## config.mk

```make
export PLATFORM = sky130hd
export DESIGN_NAME = dsa_source_active
export DESIGN_NICKNAME = d
export VERILOG_FILES = /design/src/dsa_pkg.sv /design/src/dsa_source_active.sv
export SDC_FILE = /design/constraint.sdc
export NUM_CORES = 1
export LEC_CHECK = 0
export ABC_CLOCK_PERIOD_IN_PS = 10500
export BUFFER_PORTS_ARGS = -buffer_cell sky130_fd_sc_hd__buf_2
export CORE_ASPECT_RATIO = 0.8
export CORE_UTILIZATION = 27
export CTS_BUF_LIST = sky130_fd_sc_hd__clkbuf_8
export DETAILED_ROUTE_END_ITERATION = 12
export GPL_ROUTABILITY_DRIVEN = 0
export PLACE_DENSITY = 0.56
export SLEW_MARGIN = 10
export SYNTH_ARGS = -nofsm -noshare
export SYNTH_HDL_FRONTEND = slang
export SYNTH_SLANG_ARGS = --single-unit
```

## constraint.sdc

```tcl
create_clock -name clk -period 10.5 [get_ports clk]
set_input_delay 1.575 -clock clk [delete_from_list [all_inputs] [get_ports clk]]
set_output_delay 1.575 -clock clk [all_outputs]
set_load 0.1 [all_outputs]
```

## src/dsa_pkg.sv

```systemverilog
// Package for the source-side active state of a DMA transfer controller.
// Assumes one clock domain; register offsets are byte addresses on a 32-bit bus.
`default_nettype none
package dsa_pkg;

	// Register byte offsets
	localparam logic [7:0] OFS_OPT     = 8'h00;
	localparam logic [7:0] OFS_SRC     = 8'h04;
	localparam logic [7:0] OFS_CNT     = 8'h08;
	localparam logic [7:0] OFS_DST     = 8'h0C;
	localparam logic [7:0] OFS_BIDX    = 8'h10;
	localparam logic [7:0] OFS_PRXY    = 8'h14;
	localparam logic [7:0] OFS_CNTRLD  = 8'h18;
	localparam logic [7:0] OFS_SRCBREF = 8'h1C;
	localparam logic [7:0] OFS_DSTBREF = 8'h20;
	localparam logic [7:0] OFS_STAT    = 8'h24;
	localparam logic [7:0] OFS_MASK    = 8'h28;
	localparam logic [7:0] OFS_DFOPT   = 8'h40;

	// Field positions
	localparam int OPT_CHEN_BIT = 22;
	localparam int OPT_IEN_BIT  = 20;
	localparam int OPT_CODE_LSB = 12;
	localparam int OPT_WIDTH_LSB  = 8;
	localparam int OPT_PRIO_LSB   = 4;
	localparam int OPT_DCON_BIT   = 1;
	localparam int OPT_SCON_BIT   = 0;
	localparam int PRX_LEVEL_BIT  = 8;
	localparam int STAT_DONE    = 0;
	localparam int STAT_CHAIN   = 1;

	// Reset values and widths
	localparam logic [31:0] RST_WORD = 32'h0000_0000;
	localparam logic [2:0]  WIDTH_CODE_MAX = 3'h5;
	localparam int          STAT_W   = 2;

	typedef struct packed {
		logic       chainEn;
		logic       irqEn;
		logic [5:0] code;
		logic [2:0] fifoWidth;
		logic [2:0] prio;
		logic       dstConst;
		logic       srcConst;
	} dsa_opt_t;

	typedef struct packed {
		dsa_opt_t    opt;
		logic [31:0] srcAddr;
		logic [15:0] byteCount;
		logic [15:0] arrayCount;
		logic [15:0] srcStride;
		logic        privilege;
		logic [3:0]  requesterId;
	} dsa_req_t;

	typedef struct packed {
		logic [31:0] addr;
		logic [15:0] bytes;
		logic        privilege;
		logic [3:0]  requesterId;
	} dsa_rd_t;

	typedef struct packed {
		logic [5:0] code;
		logic       chain;
		logic       irq;
	} dsa_cpl_t;

	typedef enum logic [1:0] {
		ST_IDLE  = 2'b00,
		ST_ISSUE = 2'b01,
		ST_DONE  = 2'b10
	} dsa_state_t;

endpackage
`default_nettype wire

```

## src/dsa_source_active.sv

```systemverilog
// Source-side active state: takes transfer requests, issues read commands,
// reports completion, and exposes its working state over classic Wishbone.
// Assumes the channel controller and endpoints are synchronous to clk.
`timescale 1ns/100ps
`default_nettype none

// Behaviour
// - Option bit 22 enables chaining; completion then signals chaining.
// - Option bit 20 enables the completion interrupt indication.
// - Six-bit completion code in bits 17:12 goes to the channel controller.
// - FIFO width codes 0-5h mean 8 to 256 bits; 6h-7h reserved.
// - Priority bits 6:4 mirror queue priority; 0 highest, 7h lowest.
// - Destination mode bit 1: clear increments, set holds constant.
// - Source mode bit 0: clear increments, set holds constant within FIFO width.
// - Keep 32-bit working source address, advanced per source mode.
// - Remaining-array count bits 31:16 decrements per array, zero at finish.
// - Remaining-byte count bits 15:0 drops by command bytes, zero at finish.
// - Index register low half is source stride; upper half reads zero.
// - Destination address and destination base registers read zero.
// - Privilege bit 8 captured at submission, sent with every command.
// - Four-bit requester id captured at submission, sent with every command.
// - Keep original byte count and reload it after each array.
// - Keep 32-bit base address of the array being read.
// - One destination option register per destination entry.
// - Destination depth set by DST_DEPTH, four by default; the testbench uses two.
module dsa_source_active #(
	parameter int DST_DEPTH = 4,
	parameter int MAX_BURST = 64
) (
	// Clock and reset
	input  wire logic                 clk,
	input  wire logic                 reset,
	// Wishbone slave
	input  wire logic                 wbCyc,
	input  wire logic                 wbStb,
	input  wire logic                 wbWe,
	input  wire logic [7:0]           wbAdr,
	input  wire logic [3:0]           wbSel,
	input  wire logic [31:0]          wbDatIn,
	output logic                      wbAck,
	output logic [31:0]               wbDatOut,
	// Request from channel controller
	input  wire logic                 reqValid,
	input  wire dsa_pkg::dsa_req_t    reqData,
	output logic                      reqReady,
	// Read commands to endpoints
	output logic                      rdValid,
	output dsa_pkg::dsa_rd_t          rdCmd,
	input  wire logic                 rdReady,
	// Completion to channel controller
	output logic                      cplValid,
	output dsa_pkg::dsa_cpl_t         cplData,
	// Interrupt
	output logic                      irq
);
	import dsa_pkg::*;

	// Option field placement, shared by the option register and every destination option register
	function automatic logic [31:0] packOpt(input dsa_opt_t o);
		logic [31:0] w;
		w = RST_WORD;
		w[OPT_CHEN_BIT] = o.chainEn;
		w[OPT_IEN_BIT] = o.irqEn;
		w[OPT_CODE_LSB +: 6] = o.code;
		w[OPT_WIDTH_LSB +: 3] = o.fifoWidth;
		w[OPT_PRIO_LSB +: 3] = o.prio;
		w[OPT_DCON_BIT] = o.dstConst;
		w[OPT_SCON_BIT] = o.srcConst;
		return w;
	endfunction

	// FIFO width in bytes; reserved codes fall back to one byte
	function automatic logic [15:0] fifoBytes(input logic [2:0] f);
		fifoBytes = (f > WIDTH_CODE_MAX) ? 16'h0001 : 16'h0001 << f;
	endfunction

	localparam logic [15:0] BURST = 16'(MAX_BURST);
	localparam int PW = (DST_DEPTH > 1) ? $clog2(DST_DEPTH) : 1;

	dsa_state_t  state_r, state_nxt;
	dsa_opt_t    opt_r, opt_nxt;
	logic [31:0] src_r, src_nxt, base_r, base_nxt;
	logic [15:0] bytesLeft_r, bytesLeft_nxt, arraysLeft_r, arraysLeft_nxt;
	logic [15:0] rld_r, rld_nxt, stride_r, stride_nxt;
	logic        level_r, level_nxt;
	logic [3:0]  pid_r, pid_nxt;
	logic        reqReady_r, reqReady_nxt;
	logic        rdValid_r, rdValid_nxt;
	dsa_rd_t     rd_r, rd_nxt;
	logic        cplValid_r, cplValid_nxt;
	dsa_cpl_t    cpl_r, cpl_nxt;
	dsa_opt_t    dfOpt_r [DST_DEPTH];
	dsa_opt_t    dfOpt_nxt [DST_DEPTH];
	logic [PW-1:0] dfPtr_r, dfPtr_nxt;
	logic [15:0] chunk;
	logic        cmdDone, arrEnd;

	// Bytes per command: constant mode moves one FIFO word at a time
	always_comb begin
		if (opt_r.srcConst) begin
			chunk = fifoBytes(opt_r.fifoWidth);
		end else begin
			chunk = BURST;
		end
		if (bytesLeft_r < chunk) begin
			chunk = bytesLeft_r;
		end
	end

	assign cmdDone = rdValid_r && rdReady;
	assign arrEnd = cmdDone && (bytesLeft_r == rd_r.bytes);

	// Transfer sequencing
	always_comb begin
		state_nxt = state_r;
		opt_nxt = opt_r;
		src_nxt = src_r;
		base_nxt = base_r;
		bytesLeft_nxt = bytesLeft_r;
		arraysLeft_nxt = arraysLeft_r;
		rld_nxt = rld_r;
		stride_nxt = stride_r;
		level_nxt = level_r;
		pid_nxt = pid_r;
		reqReady_nxt = reqReady_r;
		rdValid_nxt = rdValid_r;
		rd_nxt = rd_r;
		cplValid_nxt = 1'b0;
		cpl_nxt = cpl_r;
		dfPtr_nxt = dfPtr_r;
		dfOpt_nxt = dfOpt_r;
		case (state_r)
			ST_IDLE: begin
				reqReady_nxt = 1'b1;
				if (reqValid && reqReady_r) begin
					reqReady_nxt = 1'b0;
					opt_nxt = reqData.opt;
					src_nxt = reqData.srcAddr;
					base_nxt = reqData.srcAddr;
					bytesLeft_nxt = reqData.byteCount;
					rld_nxt = reqData.byteCount;
					arraysLeft_nxt = reqData.arrayCount;
					stride_nxt = reqData.srcStride;
					level_nxt = reqData.privilege;
					pid_nxt = reqData.requesterId;
					// Entry keeps the destination mode for the write side
					dfOpt_nxt[dfPtr_r] = reqData.opt;
					dfPtr_nxt = (dfPtr_r == PW'(DST_DEPTH - 1)) ? '0 : dfPtr_r + 1'b1;
					if (reqData.byteCount == 16'h0000 || reqData.arrayCount == 16'h0000) begin
						state_nxt = ST_DONE;
					end else begin
						state_nxt = ST_ISSUE;
					end
				end
			end
			ST_ISSUE: begin
				if (!rdValid_r) begin
					rdValid_nxt = 1'b1;
					rd_nxt = '{addr: src_r, bytes: chunk, privilege: level_r, requesterId: pid_r};
				end else if (cmdDone) begin
					rdValid_nxt = 1'b0;
					bytesLeft_nxt = bytesLeft_r - rd_r.bytes;
					if (!opt_r.srcConst) begin
						src_nxt = src_r + 32'(rd_r.bytes);
					end
					if (arrEnd) begin
						arraysLeft_nxt = arraysLeft_r - 16'h0001;
						if (arraysLeft_r == 16'h0001) begin
							state_nxt = ST_DONE;
						end else begin
							bytesLeft_nxt = rld_r;
							base_nxt = base_r + 32'(stride_r);
							src_nxt = base_r + 32'(stride_r);
						end
					end
				end
			end
			ST_DONE: begin
				// Zero-length requests can arrive here with a count still nonzero; both counts are cleared
				bytesLeft_nxt = 16'h0000;
				arraysLeft_nxt = 16'h0000;
				cplValid_nxt = 1'b1;
				cpl_nxt = '{code: opt_r.code, chain: opt_r.chainEn, irq: opt_r.irqEn};
				state_nxt = ST_IDLE;
			end
			default: begin
				state_nxt = ST_IDLE;
			end
		endcase
	end

	always_ff @(posedge clk or posedge reset) begin
		if (reset) begin
			state_r <= ST_IDLE;
			opt_r <= '0;
			src_r <= RST_WORD;
			base_r <= RST_WORD;
			bytesLeft_r <= '0;
			arraysLeft_r <= '0;
			rld_r <= '0;
			stride_r <= '0;
			level_r <= 1'b0;
			pid_r <= '0;
			reqReady_r <= 1'b0;
			rdValid_r <= 1'b0;
			rd_r <= '0;
			cplValid_r <= 1'b0;
			cpl_r <= '0;
			dfPtr_r <= '0;
			for (int i = 0; i < DST_DEPTH; i++) begin
				dfOpt_r[i] <= '0;
			end
		end else begin
			state_r <= state_nxt;
			opt_r <= opt_nxt;
			src_r <= src_nxt;
			base_r <= base_nxt;
			bytesLeft_r <= bytesLeft_nxt;
			arraysLeft_r <= arraysLeft_nxt;
			rld_r <= rld_nxt;
			stride_r <= stride_nxt;
			level_r <= level_nxt;
			pid_r <= pid_nxt;
			reqReady_r <= reqReady_nxt;
			rdValid_r <= rdValid_nxt;
			rd_r <= rd_nxt;
			cplValid_r <= cplValid_nxt;
			cpl_r <= cpl_nxt;
			dfPtr_r <= dfPtr_nxt;
			dfOpt_r <= dfOpt_nxt;
		end
	end

	// Register bus, status and mask
	logic              ack_r, ack_nxt, irq_r, irq_nxt;
	logic [31:0]       dat_r, dat_nxt;
	logic [STAT_W-1:0] stat_r, stat_nxt, mask_r, mask_nxt, evt;
	logic              wbReq, wbWr;

	assign wbReq = wbCyc && wbStb && !ack_r;
	assign wbWr = wbReq && wbWe && wbSel[0];

	always_comb begin
		evt = '0;
		evt[STAT_DONE] = cplValid_nxt && cpl_nxt.irq;
		evt[STAT_CHAIN] = cplValid_nxt && cpl_nxt.chain;
		ack_nxt = wbReq;
		dat_nxt = dat_r;
		stat_nxt = stat_r;
		mask_nxt = mask_r;
		// Set wins over a write-one clear in the same cycle
		if (wbWr && wbAdr == OFS_STAT) begin
			stat_nxt = stat_r & ~wbDatIn[STAT_W-1:0];
		end
		stat_nxt = stat_nxt | evt;
		if (wbWr && wbAdr == OFS_MASK) begin
			mask_nxt = wbDatIn[STAT_W-1:0];
		end
		irq_nxt = |(stat_nxt & mask_nxt);
		if (wbReq && !wbWe) begin
			case (wbAdr)
				OFS_OPT:     dat_nxt = packOpt(opt_r);
				OFS_SRC:     dat_nxt = src_r;
				OFS_CNT:     dat_nxt = {arraysLeft_r, bytesLeft_r};
				OFS_DST:     dat_nxt = RST_WORD;
				OFS_BIDX:    dat_nxt = {16'h0000, stride_r};
				OFS_PRXY:    dat_nxt = 32'({level_r, 4'h0, pid_r});
				OFS_CNTRLD:  dat_nxt = {16'h0000, rld_r};
				OFS_SRCBREF: dat_nxt = base_r;
				OFS_DSTBREF: dat_nxt = RST_WORD;
				OFS_STAT:    dat_nxt = 32'(stat_r);
				OFS_MASK:    dat_nxt = 32'(mask_r);
				default: begin
					dat_nxt = RST_WORD;
					for (int i = 0; i < DST_DEPTH; i++) begin
						if (wbAdr == OFS_DFOPT + 8'(4 * i)) begin
							dat_nxt = packOpt(dfOpt_r[i]);
						end
					end
				end
			endcase
		end
	end

	always_ff @(posedge clk or posedge reset) begin
		if (reset) begin
			ack_r <= 1'b0;
			dat_r <= RST_WORD;
			stat_r <= '0;
			mask_r <= '0;
			irq_r <= 1'b0;
		end else begin
			ack_r <= ack_nxt;
			dat_r <= dat_nxt;
			stat_r <= stat_nxt;
			mask_r <= mask_nxt;
			irq_r <= irq_nxt;
		end
	end

	// Outputs straight from flip-flops
	assign wbAck = ack_r;
	assign wbDatOut = dat_r;
	assign reqReady = reqReady_r;
	assign rdValid = rdValid_r;
	assign rdCmd = rd_r;
	assign cplValid = cplValid_r;
	assign cplData = cpl_r;
	assign irq = irq_r;
endmodule
`default_nettype wire

```

==> flow_metrics.py <==
metrics = {
    "route": {
        "antenna_left": 0,
        "drt_wl_total_mm": 68.92,
        "via_per_inst": 5.447,
        "drc": 0,
        "drt_iter0_drc": 1992,
        "first_pass_iters": 9,
        "num_vias": 16640,
        "post_drt_wl_per_cell_um": 22.56,
    },
    "yosys": {
        "ys.flop_type": "dfrtp_1",
        "syn_inst": 1970,
        "ys_warn_count": 0,
        "synth.cell_area_um2": 18030,
        "synth_area_per_cell_um2": 9.151,
        "ys_ff_latch": 319,
        "yosysSeqAreaShare_pct": 44.28,
        "synth_area_leaders": "dfrtp_1 (44%), mux2_2 (7.1%), nand2_1 (6.9%)",
        "synth_nets": 2188,
        "netlist.area_leader.share_pct": 44.28,
        "synth_top_cell_by_area": "dfrtp_1",
        "ys_types": 78,
        "synth-edff-count": 0,
        "async_flop_share_pct": 100.0,
    },
    "global_route": {
        "grt_pass1_vias": 15930,
        "track_usage_pct": 20.08,
        "grt_pass1_wl_mm": 102.8,
        "antenna_found_initial": 3,
        "overflow": 0,
        "grt_max_degree": 96,
    },
    "final_layout": {
        "fin_area_um2": 21080,
        "syn_to_final_growth_pct": 16.94,
        "final_common_cell": "nand2_1",
        "num-nets-final": 2372,
        "final_util_pct": 31.99,
        "final_cell_mix": "nand2_1 (332), dfrtp_1 (319), buf_2 (216)",
        "drive_above_1_share_pct": 21.19,
    },
    "timing": {
        "finalHoldViolations": 0,
        "rsz0062_at_grt": "no",
        "final.setup_skew_ns": 0.06605,
        "finalCriticalPeriod_ns": 4.399,
        "fmax_mhz": 227.3,
        "tightest_slew_ns": 1.196,
        "slew_headroom_pct": 19.85,
        "setup_tns_ns": 0,
        "setup_viol": 0,
        "maxSlewViolCount": 0,
        "layout_worst_path_cycle_share_pct": 41.90,
    },
    "status": {
        "status": "finished clean",
    },
    "placed_design": {
        "place_area_um2": 19980,
        "dp_hpwl_mm": 51.38,
        "io_buffers": 216,
    },
    "worst_setup_path": {
        "cp_max_fo": 26,
        "worst_ep_arrival_time_ns": 5.01,
        "crit_type": "register to register",
        "worstPathRequired_ns": 11.11,
        "cp-end-kind": "register",
        "cp-start-kind": "register",
    },
    "floorplanning": {
        "die_area_um2": 67810,
        "die_y_um": 233.1,
        "die_w_um": 290.9,
        "core_area_um2": 65900,
        "fp-row-count": 84,
        "io_pins": 250,
        "initial_core_util_pct": 27.36,
    },
    "clocking": {
        "post_cts_resized": 0,
        "path_clk_slew_ns": 0.06,
        "clockBufferDepth": 3,
        "cts_made_buffers": 54,
        "cts_setup_buffers": 0,
        "ctsHoldBuffers": 0,
        "cts_max_level": 2,
        "cts_sinks": 319,
        "insertion_delay_ns": 0.68,
        "cts_tree": "done",
        "clockRootBuffer": "clkbuf_8",
    },
    "power": {
        "p_leak_nw": 9.477,
        "power_density_nw_per_um2": 351.5,
        "vdd_drop_max_uv": 130.3,
    },
    "hold_path": {
        "hold_class": "register to register",
    },
    "job": {
        "cap_viol_max_count": 0,
    },
}
## final timing paths
path	startpoint	endpoint	slack, ns	cells after the start
max in group asynchronous	reset	dfOpt_r[31]$_DFFE_PP0P_	7.11	4
worst max-delay path	rdCmd[17]$_DFFE_PP0P_	src_r[26]$_DFFE_PP0P_	6.10	13
worst min register to register	wbDatOut[29]$_DFFE_PP0P_	wbDatOut[29]$_DFFE_PP0P_	0.48	2
worst max register to register	rdCmd[17]$_DFFE_PP0P_	src_r[26]$_DFFE_PP0P_	6.10	13
min in group asynchronous	reset	stride_r[6]$_DFFE_PP0P_	1.03	2
worst min-delay path	wbDatOut[29]$_DFFE_PP0P_	wbDatOut[29]$_DFFE_PP0P_	0.48	2
## worst max-delay path: stages (launching register included)
cell and delay (ns):
dfrtp_1 0.51, inv_1 0.16, ha_1 0.39, nand4_1 0.20
nor4_1 0.40, nand2_1 0.11, nor2_1 0.87, buf_4 0.37
nor2_1 0.24, nor2_2 0.17, buf_4 0.32, o21ai_0 0.17
a21oi_1 0.27, a221o_1 0.16
## final cells by class
class | instances | area [um2]
multi-input cells | 1483 | 9442
repair buffers | 242 | 1276
clock buffers | 65 | 894.6
flip-flops and latches | 319 | 7983
inverters | 54 | 210.2
diodes | 1 | 2.502
fillers | 6780 | 44820
well taps | 860 | 1076
clock inverters | 31 | 197.7
## power by group
group          internal (mW)  leakage, nW  switching, mW
sequential              1.75         3.95          0.609
combinational           1.26         4.89           2.63
clock                  0.591        0.632          0.558
## routing by layer
| metal | vias up | global-route usage [%] | wire (um) |
|---|---|---|---|
| met5 | - | 0 | 0 |
| met4 | 0 | 5.969 | 1679 |
| met3 | 113 | 4.301 | 6207 |
| met2 | 759 | 31.21 | 30750 |
| met1 | 8216 | 27.88 | 30290 |
| li1 | 7553 | - | - |
## metrics by stage
step	instances	worst slack, ns	power (mW)	hold slack (ns)
after floorplan	1970	0.09709	5.163	0.4446
after global placement	2958	5.580	6.124	0.4589
after detailed placement	2958	5.522	6.230	0.4653
after CTS	3054	6.162	7.402	0.4799
after global routing	3055	5.850	7.897	0.5104
final	3055	6.101	7.410	0.4806
## flip-flops by register name, summed over array words and instances, names as in the netlist, 2 cells and up
signal,cells
rdCmd,53
src_r,32
mask_r,2
opt_r,16
arraysLeft_r,16
bytesLeft_r,16
dfOpt_r,64
wbDatOut,32
state_r,2
pid_r,4
stat_r,2
stride_r,16
cplData,8
dfPtr_r,2
rld_r,16
base_r,32
## Yosys cell counts, types with 8 or more instances
cell / instances
nor3_1: 29
o21ai_0: 155
nor4_1: 15
or3_1: 12
o21a_1: 20
xor2_1: 20
a21o_1: 21
a21oi_1: 131
a211oi_1: 15
xnor2_1: 29
buf_1: 9
a221oi_1: 8
a222oi_1: 57
mux2i_1: 9
buf_2: 11
nand2_1: 333
nand3_1: 50
nand4_1: 13
ha_1: 63
nor2_1: 155
and3_1: 16
a31oi_1: 34
o21ai_1: 8
o22ai_1: 9
dfrtp_1: 319
and2_1: 10
inv_1: 54
mux2_2: 114
nor2b_1: 17
o211ai_1: 19
clkbuf_1: 90
a22oi_1: 21
## cell families (layout without fill, tap and decap cells)
group / Yosys count / count (layout) / synth area share [%]
simple gates: 676 / 676 / 16.41
compound gates: 568 / 568 / 20.91
flops: 319 / 319 / 44.28
buf+inv: 168 / 392 / 3.678
mux: 123 / 123 / 7.621
fa+ha+maj: 66 / 66 / 4.706
xor+xnor: 49 / 49 / 2.381
other cells: 1 / 2 / 0.02080
No activity file was read; power rests on OpenSTA's default activity.
